### src/design/wtsr_defs.vh
`ifndef WTSR_DEFS_VH
`define WTSR_DEFS_VH
// ****************************************
// Frame layout
// ****************************************
`define WTSR_START_BYTE    8'h53
`define WTSR_LEN_BYTE      8'h0B
`define WTSR_OP_BYTE       8'h1F
`define WTSR_VER_BYTE      8'h01
`define WTSR_SW_PRESSED    8'h00
`define WTSR_SW_RELEASED   8'h01
`define WTSR_FRAME_BYTES   12
// ****************************************
// Timing
// ****************************************
`define WTSR_CLK_HZ        100000000
`define WTSR_BAUD          57000
`define WTSR_BIT_CYC       (`WTSR_CLK_HZ / `WTSR_BAUD)
`define WTSR_HOLD_MS       2000
`define WTSR_IDLE_S        120
`define WTSR_MS_CYC        (`WTSR_CLK_HZ / 1000)
`define WTSR_BLINK_MS      250
`define WTSR_PULSE_MS      100
`define WTSR_LIST_DEPTH    32
`define WTSR_CHANNELS      3
`endif

### src/design/wtsr_buf2.v
`timescale 1ns/1ns
// ****************************************
// Two-entry buffer, valid/ready on both sides
// ****************************************
module wtsr_buf2 #(
   parameter WIDTH = 8
) (
   core_clk,
   srst,
   in_data,
   in_valid,
   in_ready,
   out_data,
   out_valid,
   out_ready
);
   input  wire             core_clk;
   input  wire             srst;
   input  wire [WIDTH-1:0] in_data;
   input  wire             in_valid;
   output wire             in_ready;
   output wire [WIDTH-1:0] out_data;
   output wire             out_valid;
   input  wire             out_ready;

   reg  [WIDTH-1:0] mem_q [0:1];
   reg              wr_q;
   reg              rd_q;
   reg  [1:0]       cnt_q;
   wire             push;
   wire             pop;

   assign in_ready  = (cnt_q != 2'd2);
   assign out_valid = (cnt_q != 2'd0);
   assign out_data  = mem_q[rd_q];
   assign push      = in_valid & in_ready;
   assign pop       = out_valid & out_ready;

   always @(posedge core_clk) begin
      if (srst) begin
         wr_q     <= 1'b0;
         rd_q     <= 1'b0;
         cnt_q    <= 2'd0;
         mem_q[0] <= {WIDTH{1'b0}};
         mem_q[1] <= {WIDTH{1'b0}};
      end else begin
         if (push) begin
            mem_q[wr_q] <= in_data;
            wr_q        <= ~wr_q;
         end
         if (pop) begin
            rd_q <= ~rd_q;
         end
         if (push && !pop) begin
            cnt_q <= cnt_q + 2'd1;
         end else if (pop && !push) begin
            cnt_q <= cnt_q - 2'd1;
         end
      end
   end
endmodule

### src/design/wtsr_top.v
`timescale 1ns/1ns
`include "wtsr_defs.vh"
// Notes on behaviour
// - Serial link runs 57000 baud, 8 data bits, one stop, no parity.
// - Then four identifier bytes and switch state, 0x00 pressed, 0x01 released.
// - Then signal strength magnitude byte and subtelegram count byte.
// - Empty pairing list: report every transmitter, except while pairing is open.
// - Non-empty list: report only matching identifiers.
// - List holds 32 identifiers, several added per session.
// - Each stored identifier owns exactly one output function.
// - Left LED blinks when list empty, steady when not.
// - Two-second pairing button hold enters pairing, right LED blinks.
// - Short press in pairing commits; left steady, right off.
// - Two minutes without button activity abandons pairing.
// - Simple pairing gives toggle behaviour on each press.
// - Right LED blinks once per valid paired telegram.
// - Three outputs, high when active, low when inactive.
module wtsr_top #(
   parameter BIT_CYC  = `WTSR_BIT_CYC,
   parameter MS_CYC   = `WTSR_MS_CYC,
   parameter HOLD_MS  = `WTSR_HOLD_MS,
   parameter IDLE_S   = `WTSR_IDLE_S,
   parameter BLINK_MS = `WTSR_BLINK_MS,
   parameter PULSE_MS = `WTSR_PULSE_MS,
   parameter DEPTH    = `WTSR_LIST_DEPTH
) (
   core_clk,
   srst,
   rx_valid,
   rx_ready,
   rx_uid,
   rx_released,
   rx_rssi,
   rx_subtel,
   pair_btn,
   pair_func,
   txd,
   led_left_green,
   led_right_yellow,
   func_out,
   list_count
);
   input  wire        core_clk;
   input  wire        srst;
   input  wire        rx_valid;
   output wire        rx_ready;
   input  wire [31:0] rx_uid;
   input  wire        rx_released;
   input  wire [7:0]  rx_rssi;
   input  wire [7:0]  rx_subtel;
   input  wire        pair_btn;
   input  wire [1:0]  pair_func;
   output wire        txd;
   output reg         led_left_green;
   output reg         led_right_yellow;
   output reg  [2:0]  func_out;
   output reg  [5:0]  list_count;

   // ****************************************
   // Millisecond tick and button sync
   // ****************************************
   reg  [31:0] msdiv_q;
   reg         ms_tick_q;
   reg  [1:0]  btn_sync_q;
   reg  [31:0] hold_q;
   reg  [31:0] idle_q;
   reg         long_done_q;
   wire        btn;
   wire        btn_release;
   reg         btn_prev_q;

   assign btn         = btn_sync_q[1];
   assign btn_release = btn_prev_q & ~btn;

   always @(posedge core_clk) begin
      if (srst) begin
         msdiv_q    <= 32'h00000000;
         ms_tick_q  <= 1'b0;
         btn_sync_q <= 2'b00;
         btn_prev_q <= 1'b0;
      end else begin
         btn_sync_q <= {btn_sync_q[0], pair_btn};
         btn_prev_q <= btn;
         ms_tick_q  <= (msdiv_q == MS_CYC - 1);
         if (msdiv_q == MS_CYC - 1) begin
            msdiv_q <= 32'h00000000;
         end else begin
            msdiv_q <= msdiv_q + 32'd1;
         end
      end
   end

   // ****************************************
   // Pairing list
   // ****************************************
   reg  [31:0] uid_q  [0:DEPTH-1];
   reg  [1:0]  fn_q   [0:DEPTH-1];
   reg         pairing_q;
   reg  [5:0]  pend_q;
   wire [DEPTH-1:0] hit_vec;
   reg  [4:0]  hit_idx;
   reg         hit;
   reg         pend_hit;
   integer     k;
   integer     m;

   genvar g;
   generate
      for (g = 0; g < DEPTH; g = g + 1) begin : g_cmp
         assign hit_vec[g] = (g < list_count) && (uid_q[g] == rx_uid);
      end
   endgenerate

   always @* begin
      hit     = 1'b0;
      hit_idx = 5'd0;
      for (k = 0; k < DEPTH; k = k + 1) begin
         if (hit_vec[k] && !hit) begin
            hit     = 1'b1;
            hit_idx = k[4:0];
         end
      end
   end

   // Commit makes the pending entries permanent; abandon discards them
   wire commit  = pairing_q & btn_release & ~long_done_q;
   wire abandon = pairing_q & ms_tick_q & (idle_q >= IDLE_S * 1000 - 1);

   always @(posedge core_clk) begin
      if (srst) begin
         hold_q      <= 32'h00000000;
         idle_q      <= 32'h00000000;
         long_done_q <= 1'b0;
         pairing_q   <= 1'b0;
         pend_q      <= 6'd0;
         list_count  <= 6'd0;
      end else begin
         if (btn) begin
            idle_q <= 32'h00000000;
            if (ms_tick_q && !long_done_q) begin
               hold_q <= hold_q + 32'd1;
               if (hold_q >= HOLD_MS - 1) begin
                  long_done_q <= 1'b1;
                  if (!pairing_q) begin
                     pairing_q <= 1'b1;
                     pend_q    <= list_count;
                  end
               end
            end
         end else begin
            hold_q      <= 32'h00000000;
            long_done_q <= 1'b0;
            if (ms_tick_q && pairing_q) begin
               idle_q <= idle_q + 32'd1;
            end
         end
         if (commit) begin
            pairing_q  <= 1'b0;
            list_count <= pend_q;
         end else if (abandon) begin
            pairing_q <= 1'b0;
            idle_q    <= 32'h00000000;
         end else if (pairing_q && rx_valid && rx_ready && !pend_hit
                      && pend_q < DEPTH) begin
            pend_q <= pend_q + 6'd1;
         end
      end
   end

   // Capture during pairing; an identifier already listed keeps its one function
   always @* begin
      pend_hit = 1'b0;
      for (m = 0; m < DEPTH; m = m + 1) begin
         if ((m < pend_q) && (uid_q[m] == rx_uid)) begin
            pend_hit = 1'b1;
         end
      end
   end

   always @(posedge core_clk) begin
      if (pairing_q && rx_valid && rx_ready && !pend_hit && pend_q < DEPTH) begin
         uid_q[pend_q[4:0]] <= rx_uid;
         fn_q[pend_q[4:0]]  <= (pair_func == 2'd0) ? 2'd0 : pair_func - 2'd1;
      end
   end

   // ****************************************
   // Report filter and outputs
   // ****************************************
   wire pass      = (list_count == 6'd0) | hit;
   wire start_frm;
   reg  [3:0]  idx_q;
   reg         busy_q;
   reg  [31:0] f_uid_q;
   reg  [7:0]  f_sw_q;
   reg  [7:0]  f_rssi_q;
   reg  [7:0]  f_sub_q;
   reg  [7:0]  csum_q;
   reg  [31:0] pulse_q;

   // Telegrams wait while a frame is still being built, so none is dropped
   assign rx_ready  = ~busy_q;
   assign start_frm = rx_valid & ~busy_q & ~pairing_q & pass;

   always @(posedge core_clk) begin
      if (srst) begin
         func_out <= 3'b000;
         pulse_q  <= 32'h00000000;
      end else begin
         if (rx_valid && rx_ready && !pairing_q && hit && !rx_released) begin
            func_out[fn_q[hit_idx]] <= ~func_out[fn_q[hit_idx]];
         end
         if (rx_valid && rx_ready && !pairing_q && hit) begin
            pulse_q <= PULSE_MS;
         end else if (ms_tick_q && pulse_q != 0) begin
            pulse_q <= pulse_q - 32'd1;
         end
      end
   end

   // ****************************************
   // LEDs
   // ****************************************
   reg [31:0] blink_q;
   reg        blink_ph_q;
   always @(posedge core_clk) begin
      if (srst) begin
         blink_q          <= 32'h00000000;
         blink_ph_q       <= 1'b0;
         led_left_green   <= 1'b0;
         led_right_yellow <= 1'b0;
      end else begin
         if (ms_tick_q) begin
            if (blink_q >= BLINK_MS - 1) begin
               blink_q    <= 32'h00000000;
               blink_ph_q <= ~blink_ph_q;
            end else begin
               blink_q <= blink_q + 32'd1;
            end
         end
         led_left_green   <= (list_count == 6'd0) ? blink_ph_q : 1'b1;
         led_right_yellow <= pairing_q ? blink_ph_q : (pulse_q != 0);
      end
   end

   // ****************************************
   // Frame builder into buffer
   // ****************************************
   reg  [7:0] byte_d;
   wire       b_ready;
   wire [7:0] q_data;
   wire       q_valid;
   wire       q_ready;

   always @* begin
      case (idx_q)
         4'd0:    byte_d = `WTSR_START_BYTE;
         4'd1:    byte_d = `WTSR_LEN_BYTE;
         4'd2:    byte_d = `WTSR_OP_BYTE;
         4'd3:    byte_d = `WTSR_VER_BYTE;
         4'd4:    byte_d = f_uid_q[31:24];
         4'd5:    byte_d = f_uid_q[23:16];
         4'd6:    byte_d = f_uid_q[15:8];
         4'd7:    byte_d = f_uid_q[7:0];
         4'd8:    byte_d = f_sw_q;
         4'd9:    byte_d = f_rssi_q;
         4'd10:   byte_d = f_sub_q;
         4'd11:   byte_d = csum_q;
         default: byte_d = 8'h00;
      endcase
   end

   always @(posedge core_clk) begin
      if (srst) begin
         busy_q   <= 1'b0;
         idx_q    <= 4'h0;
         csum_q   <= 8'h00;
         f_uid_q  <= 32'h00000000;
         f_sw_q   <= 8'h00;
         f_rssi_q <= 8'h00;
         f_sub_q  <= 8'h00;
      end else if (!busy_q) begin
         if (start_frm) begin
            busy_q   <= 1'b1;
            idx_q    <= 4'h0;
            csum_q   <= 8'h00;
            f_uid_q  <= rx_uid;
            f_sw_q   <= rx_released ? `WTSR_SW_RELEASED : `WTSR_SW_PRESSED;
            f_rssi_q <= rx_rssi;
            f_sub_q  <= rx_subtel;
         end
      end else if (b_ready) begin
         csum_q <= csum_q ^ byte_d;
         if (idx_q == `WTSR_FRAME_BYTES - 1) begin
            busy_q <= 1'b0;
         end
         idx_q <= idx_q + 4'h1;
      end
   end

   wtsr_buf2 #(.WIDTH(8)) u_buf (
      .core_clk  (core_clk),
      .srst      (srst),
      .in_data   (byte_d),
      .in_valid  (busy_q),
      .in_ready  (b_ready),
      .out_data  (q_data),
      .out_valid (q_valid),
      .out_ready (q_ready)
   );

   wtsr_uart_tx #(.BIT_CYC(BIT_CYC)) u_tx (
      .core_clk (core_clk),
      .srst     (srst),
      .tx_data  (q_data),
      .tx_valid (q_valid),
      .tx_ready (q_ready),
      .txd      (txd)
   );
endmodule

### src/design/wtsr_uart_tx.v
`timescale 1ns/1ns
`include "wtsr_defs.vh"
// ****************************************
// Serial transmitter, 8N1, LSB first
// ****************************************
module wtsr_uart_tx #(
   parameter BIT_CYC = `WTSR_BIT_CYC
) (
   core_clk,
   srst,
   tx_data,
   tx_valid,
   tx_ready,
   txd
);
   input  wire       core_clk;
   input  wire       srst;
   input  wire [7:0] tx_data;
   input  wire       tx_valid;
   output wire       tx_ready;
   output reg        txd;

   reg  [15:0] div_q;
   reg  [3:0]  bit_q;
   reg  [9:0]  sh_q;
   reg         busy_q;
   wire        tick;

   assign tick     = (div_q == BIT_CYC[15:0] - 16'd1);
   assign tx_ready = ~busy_q;

   always @(posedge core_clk) begin
      if (srst) begin
         div_q  <= 16'h0000;
         bit_q  <= 4'h0;
         sh_q   <= 10'h3FF;
         busy_q <= 1'b0;
         txd    <= 1'b1;
      end else if (!busy_q) begin
         txd <= 1'b1;
         if (tx_valid) begin
            sh_q   <= {1'b1, tx_data, 1'b0};
            busy_q <= 1'b1;
            div_q  <= 16'h0000;
            bit_q  <= 4'h0;
         end
      end else begin
         txd <= sh_q[0];
         if (tick) begin
            div_q <= 16'h0000;
            sh_q  <= {1'b1, sh_q[9:1]};
            if (bit_q == 4'd9) begin
               busy_q <= 1'b0;
            end
            bit_q <= bit_q + 4'd1;
         end else begin
            div_q <= div_q + 16'd1;
         end
      end
   end
endmodule

### config.mk
export PLATFORM = sky130hd
export DESIGN_NAME = wtsr_top
export DESIGN_NICKNAME = d
export VERILOG_FILES = /design/src/design/wtsr_buf2.v /design/src/design/wtsr_top.v /design/src/design/wtsr_uart_tx.v
export VERILOG_INCLUDE_DIRS = /design/src /design/src/design
export SDC_FILE = /design/constraint.sdc
export NUM_CORES = 2
export LEC_CHECK = 0
export CAP_MARGIN = 20
export CORE_MARGIN = 8
export CORE_UTILIZATION = 38
export CTS_CLUSTER_SIZE = 8
export DETAILED_ROUTE_END_ITERATION = 10
export DONT_BUFFER_PORTS = 1
export PLACE_DENSITY = 0.55
export SLEW_MARGIN = 25
export SYNTH_ARGS = -nofsm -noshare
export SYNTH_HDL_FRONTEND = slang
export SYNTH_SLANG_ARGS = --single-unit
export TNS_END_PERCENT = 100
### constraint.sdc
create_clock -name core_clk -period 6.5 [get_ports core_clk]
set_clock_uncertainty 0.15 [all_clocks]
set_input_delay 0.65 -clock core_clk [delete_from_list [all_inputs] [get_ports core_clk]]
set_output_delay 0.65 -clock core_clk [all_outputs]
set_load 0.02 [all_outputs]
Yosys cells after proc, flatten, opt, wreduce, memory -nomap -nowiden
Memory sizes are Yosys's and may differ from the RTL's. A register that Yosys moved wholly into a read port is not among the register bits.
Index checks and enable logic that the tools add are counted.
{"block": "totals", "memories": 3, "regBits": 289, "mem_bits_ro": 0, "out_inout_bits": 13, "word_cells": 510, "in_bits": 55, "ramBits": 1104, "latchBits": 0}
{"block": "op_classes", "n_div": 0, "shift": 0, "n_mux": 156, "n_mul": 0, "add_sub_neg": 12, "eq_ne": 49, "n_lt_le_gt_ge": 70, "n_bitwise": 21, "n_reduce_logical": 167}
{"memory": "uid_q", "depth": 32, "word_bits": 32, "read_ports": 32, "rd_ports_with_merged_regs": 0, "wr": 1, "line_no": "wtsr_top.v:96", "text": "reg [31:0] uid_q [0:DEPTH-1];"}
{"memory": "fn_q", "depth": 32, "word_bits": 2, "read_ports": 1, "rd_ports_with_merged_regs": 0, "wr": 1, "line_no": "wtsr_top.v:97", "text": "reg [1:0] fn_q [0:DEPTH-1];"}
{"memory": "u_buf.mem_q", "depth": 2, "word_bits": 8, "read_ports": 1, "rd_ports_with_merged_regs": 1, "wr": 2, "line_no": "wtsr_buf2.v:26", "text": "reg [WIDTH-1:0] mem_q [0:1];"}
{"operator": "$eq 32x32->1", "count": 32}
{"operator": "$lt 5x6->1 const A", "count": 32}
{"operator": "$mux 32", "count": 5}
{"operator": "$mux 5", "count": 30}
{"operator": "$add 32x1->32 const B", "count": 4}
{"operator": "$logic_and 1x1->1", "count": 109}
{"operator": "$lt 4x6->1 const A", "count": 16}
{"operator": "$pmux 8 s12", "count": 1}
{"operator": "$mux 1", "count": 89}
{"operator": "$lt 3x6->1 const A", "count": 8}
{"operator": "$mux 16", "count": 3}
{"operator": "$mux 6", "count": 7}
{"operator": "$logic_not 1->1", "count": 37}
{"operator": "$eq 32x17->1 const B", "count": 1}
{"operator": "$ge 32x11->1 const B", "count": 1}
{"operator": "$ge 32x17->1 const B", "count": 1}
{"operator": "$ge 32x8->1 const B", "count": 1}
{"operator": "$mux 8", "count": 4}
{"operator": "$reduce_bool 32->1", "count": 1}
{"operator": "$sub 32x1->32 const B", "count": 1}
{"operator": "$mux 10", "count": 3}
{"operator": "$lt 1x6->1 const A", "count": 4}
{"operator": "$lt 2x6->1 const A", "count": 4}
{"operator": "$mux 4", "count": 6}
{"operator": "33 further kinds", "count": 75}

Logic depth before layout (Yosys ltp)
An unclocked memory read counts as a cell.
{"block": "depth", "ltp_word": 103, "mapped_depth": 19, "ltp_nobuf": 15}

Modules after synthesis
From an unflattened synthesis, not the netlist that was laid out.
{"block": "hier_totals", "hier_cells": 4540, "hier_area_um2": 61191.2}
{"mod": "wtsr_top", "n_inst": 1, "cells_per_inst": 4275, "seq_area_each_um2": 37596.1, "area_per_inst_um2": 58596.2}
{"mod": "wtsr_uart_tx", "n_inst": 1, "cells_per_inst": 189, "seq_area_each_um2": 620.6, "area_per_inst_um2": 1646.6}
{"mod": "wtsr_buf2", "n_inst": 1, "cells_per_inst": 76, "seq_area_each_um2": 580.6, "area_per_inst_um2": 948.4}

Worst setup path before layout
No wires, ideal clock.
{"block": "synth_path", "path_kind": "input-to-reg", "start": "input rx_uid[19]", "end": "memory fn_q[24][0], enable pin", "arrival_ps": 4446, "required_ps": 5925, "path_stages": 14, "setup_slack_ps": 1479, "path_buffers": 3, "setup_ps": 425, "path_cell_list": "buf_2 -> buf_2 -> buf_2 -> xnor2_1 -> nand4_1 -> nor4_1 -> and2_1 -> o21ai_0 -> o2111ai_1 -> nor2_1 -> o211ai_1 -> a221oi_1 -> nand2_1 -> nor2_1"}
{"block": "synth_between", "elab_chain_cells": 39, "elab_cells_between_ends": 101, "classes_between": "eq/ne (32); mux (34); reduce/logical (35)"}
{"item": "start, declared", "line_no": "wtsr_top.v:47", "text": "input wire [31:0] rx_uid;"}
{"item": "$eq 32x32->1", "line_no": "wtsr_top.v:174", "text": "if ((m < pend_q) && (uid_q[m] == rx_uid)) begin"}
{"item": "$logic_and 1x1->1", "line_no": "wtsr_top.v:174"}
{"item": "$mux 1 (31 in a row)", "line_no": "wtsr_top.v:174"}
{"item": "$mux 1 (*)", "line_no": "wtsr_top.v:174"}
{"item": "$logic_not 1->1 (*)", "line_no": "wtsr_top.v:181", "text": "if (pairing_q && rx_valid && rx_ready && !pend_hit && pend_q < DEPTH) begin"}
{"item": "$logic_and 1x1->1 (*) (2 in a row)", "line_no": "wtsr_top.v:181"}
{"item": "$mux 1 (*)", "line_no": "wtsr_top.v:181"}
{"item": "$mux 1 (*)", "line_no": "wtsr_top.v:183", "text": "fn_q[pend_q[4:0]] <= (pair_func == 2'd0) ? 2'd0 : pair_func - 2'd1;"}
{"item": "end, declared", "line_no": "wtsr_top.v:97"}
Every way passes the cells marked *; elsewhere a longest branch is shown, timed or not.

Final worst setup path
{"block": "layout_path", "start": "register pend_q[5]", "end": "memory uid_q[24][23], enable pin"}
{"block": "layout_between", "elab_chain_cells": 39, "elab_cells_between_ends": 102, "classes_between": "order compare (33); mux (34); reduce/logical (35)"}
{"item": "start, declared", "line_no": "wtsr_top.v:99", "text": "reg [5:0] pend_q;"}
{"item": "start signal, assigned", "line_no": "wtsr_top.v:146", "text": "pend_q <= list_count;"}
{"item": "start signal, assigned", "line_no": "wtsr_top.v:165", "text": "pend_q <= pend_q + 6'd1;"}
{"item": "$lt 1x6->1", "line_no": "wtsr_top.v:174"}
{"item": "$logic_and 1x1->1", "line_no": "wtsr_top.v:174"}
{"item": "$mux 1 (32 in a row)", "line_no": "wtsr_top.v:174"}
{"item": "$logic_not 1->1", "line_no": "wtsr_top.v:181"}
{"item": "$logic_and 1x1->1", "line_no": "wtsr_top.v:181"}
{"item": "$logic_and 1x1->1 (*)", "line_no": "wtsr_top.v:181"}
{"item": "$mux 1 (*)", "line_no": "wtsr_top.v:181"}
{"item": "$mux 1 (not written as such) (*)", "line_no": "wtsr_top.v:182", "text": "uid_q[pend_q[4:0]] <= rx_uid;"}
{"item": "end, declared", "line_no": "wtsr_top.v:96"}
Marks and branches as above.

==> run summary <==
worst-skew pair later-pin latency: 0.81 ns
total CTS buffers: 192
Req. time, crit path: 6.82 ns
P&R area growth vs syn: 14.3%
Port Buffers: 0
Vias: 37800
actual slew at the worst max-slew pin: 1.09 ns
share of the synthesized area in the top cell type: 0.550
Slowest cell on crit path: nor4bb_1
DIE WIDTH: 414 µm
via/cell ratio: 5.60
Finished Layout Cells: 6751
total power: 20000 µW
Final Max Slew Viols: 0
setup violators final: 0
residual DRC count: 0
largest net degree at the start of global routing: 114
RSZ-0062 raised after global routing: no
Final period util: 0.824
FF-to-FF End: uid_q[24][23]
Startpoint Class: flip-flop
Remaining Overflow, GRT: 0
Netlist cell types: 86
root buf cell: clkbuf_16
Peak VDD IR: 0.246 mV
Final Hold Vio Count: 0
TNS Setup: 0 ns
Pleak: 0.0219 µW
Synth area leader: edfxtp_1
area of the multi-input gates: 20200 µm²
number of synthesized flops with an enable pin: 1104
register area share after synthesis: 0.644
Max Clock Freq: 187 MHz
Netlist Area Pre-Place: 60200 µm²
row count: 146
peak per-stage delay on the critical path: 1.01 ns
hold_sp: rx_uid[4]
# Max-Cap Violations: 0
Max-slew headroom: 0.265
Hold Crit Class: in -> reg
worst hold endpoint: uid_q[8][4]
Cell Pwr Density: 291 nW/µm²
reg2reg start: pend_q[5]
Clock Path Buffers: 3
Initial DRC Count: 3966
Data arrival, critical path: 5.67 ns
Nets: 4673
vias in the first global route: 36000
fin crit period: 5.35 ns
layout cells sized above 1: 0.0808
die area: 171000 µm²
reg2reg path depth: 8
post-CTS sizing: 0
ANT nets after route: 0
crit-path leading delay family: simple AND/OR/NAND/NOR gates
top_reg_cell synth: edfxtp_1
Synth Register Bits: 1386
Layout fillers: 14400
post-synthesis net count: 4582
Setup crit end kind: flip-flop
Area contributors post-synth: edfxtp_1 (55%), xnor2_1 (11%), dfxtp_1 (9.4%), xor2_1 (5.9%), nor2_1 (2.5%)
clk sinks: 1386
CTS tree: yes
placed insts: 6421
syn avg cell area: 13.4 µm²
post-DP HPWL: 81.7 mm
reg2reg setup slack: 1.15 ns
Clk pin slew, worst setup/hold paths: 0.05 ns
commonest non-fill, non-tap cell in the layout: edfxtp_1
H-tree depth: 4
Die Height: 414 µm
YS warnings: 0
first-pass GRT wire length: 272 mm
critical-path cell list: nor4bb_1, o221ai_1, a211oi_1, nand4_1, a221oi_1, nand2_1, nor2_4, buf_4
Syn Inst Count: 4507
most frequent cells in the layout: edfxtp_1 (1104), xnor2_1 (750), xor2_1 (404)
Initial Utilization: 0.382
Post-synth ARST share: 0
routed wire length: 194 mm
crit path max fanout: 20
n_diodes: 0
area of the core: 158000 µm²
critical path class: reg -> reg
Ports: 68
Hold Path Stages: 1
initial antenna violation count: 13
Final Instance Area: 68900 µm²
Final GP Congestion: 0.891
Routed WL per cell: 28.7 µm
Post-DP Area: 62200 µm²
WP buf/inv: 1
drt first pass iters: 6
status: completed
GRT Total Usage: 0.218
register area: 38800 µm²
-- kinds of logic (layout without fill, tap and decap cells) --
logic type,Yosys count,after routing,synth area share
xor gates and xnor gates,1157,1157,0.169
adders and majority gates,20,20,0.00415
and+or+nand+nor,1253,1253,0.106
buffers and inverters,251,423,0.0237
DFF,1386,1386,0.644
muxes,81,81,0.0135
AOI/OAI and AO/OA,359,359,0.0400
-- how the worst max path moves through the flow --
stage	slack, ns	startpoint	endpoint	cells past startpoint
after global routing	0.94	list_count[2]	func_out[2]	15
after detailed placement	1.06	rx_uid[10]	func_out[1]	15
after CTS	1.20	list_count[2]	func_out[1]	15
after floorplan	1.48	rx_uid[19]	fn_q[24][0]	14
final	1.15	pend_q[5]	uid_q[24][23]	8
after global placement	1.08	rx_uid[10]	func_out[1]	15
-- power breakdown --
part | switching [µW] | internal (µW) | total [µW]
Combinational | 607 | 412 | 1020
Sequential | 78.1 | 9660 | 9740
Clock | 3730 | 5520 | 9250
Total | 4420 | 15600 | 20000
-- Yosys cell counts, types with 9 or more instances --
cell	n
a211oi_1	15
nand4_1	237
buf_2	74
clkbuf_1	79
nor4_1	156
nand2_1	163
nand2b_1	17
ha_1	20
buf_6	45
mux2i_1	80
a22oi_1	9
and3_1	29
edfxtp_1	1104
and2_1	13
nor2b_1	22
a222oi_1	11
xnor2_1	750
o21ai_0	62
or3_1	28
a21oi_1	113
and4_1	11
nor3_1	54
a311oi_1	9
dfxtp_1	282
nor2_1	406
nand3_1	66
inv_1	33
a211o_1	9
buf_4	12
xor2_1	404
or2_2	12
a31oi_1	26
-- what timing repair did --
action,CTS,global route
hold buffers,51,0
buffers inserted,0,0
hold endpoints to repair,1137,0
-- area by class of cell --
| cell class | instances | area share |
|---|---|---|
| flip-flops and latches | 1386 | 0.563 |
| multi-input cells | 2870 | 0.294 |
| clock buffers | 262 | 0.0748 |
| well taps | 2072 | 0.0377 |
| repair buffers | 113 | 0.0243 |
| clock inverters | 13 | 0.00407 |
| inverters | 35 | 0.00191 |
-- sequential cells by signal, summed over array words and instances, names as in the netlist, 4 cells and up, named ones only --
register	cells
msdiv_q	32
u_tx.sh_q	9
uid_q	1024
u_tx.div_q	16
blink_q	32
list_count	6
f_sub_q	8
csum_q	8
f_uid_q	32
f_rssi_q	8
pend_q	6
idle_q	32
u_tx.bit_q	4
pulse_q	32
idx_q	4
fn_q	64
u_buf.mem_q	16
hold_q	32
-- through the flow --
step | utilization | worst slack [ns] | hold WS [ns]
floorplan | - | 1.48 | 0.264
detailed placement | 0.394 | 1.06 | 0.295
finish | 0.436 | 1.15 | 0.104
global route | 0.436 | 0.938 | 0.0672
CTS | 0.436 | 1.20 | 0.0623
global placement | 0.394 | 1.08 | 0.293
-- layer usage --
metal	vias up	share of wire	global-route usage
li1	16500	-	-
met1	19500	0.43	0.296
met2	1537	0.48	0.363
met3	285	0.072	0.0356
met4	2	0.022	0.0557
met5	-	0.000062	0
Power figures use the tool's default switching activity.
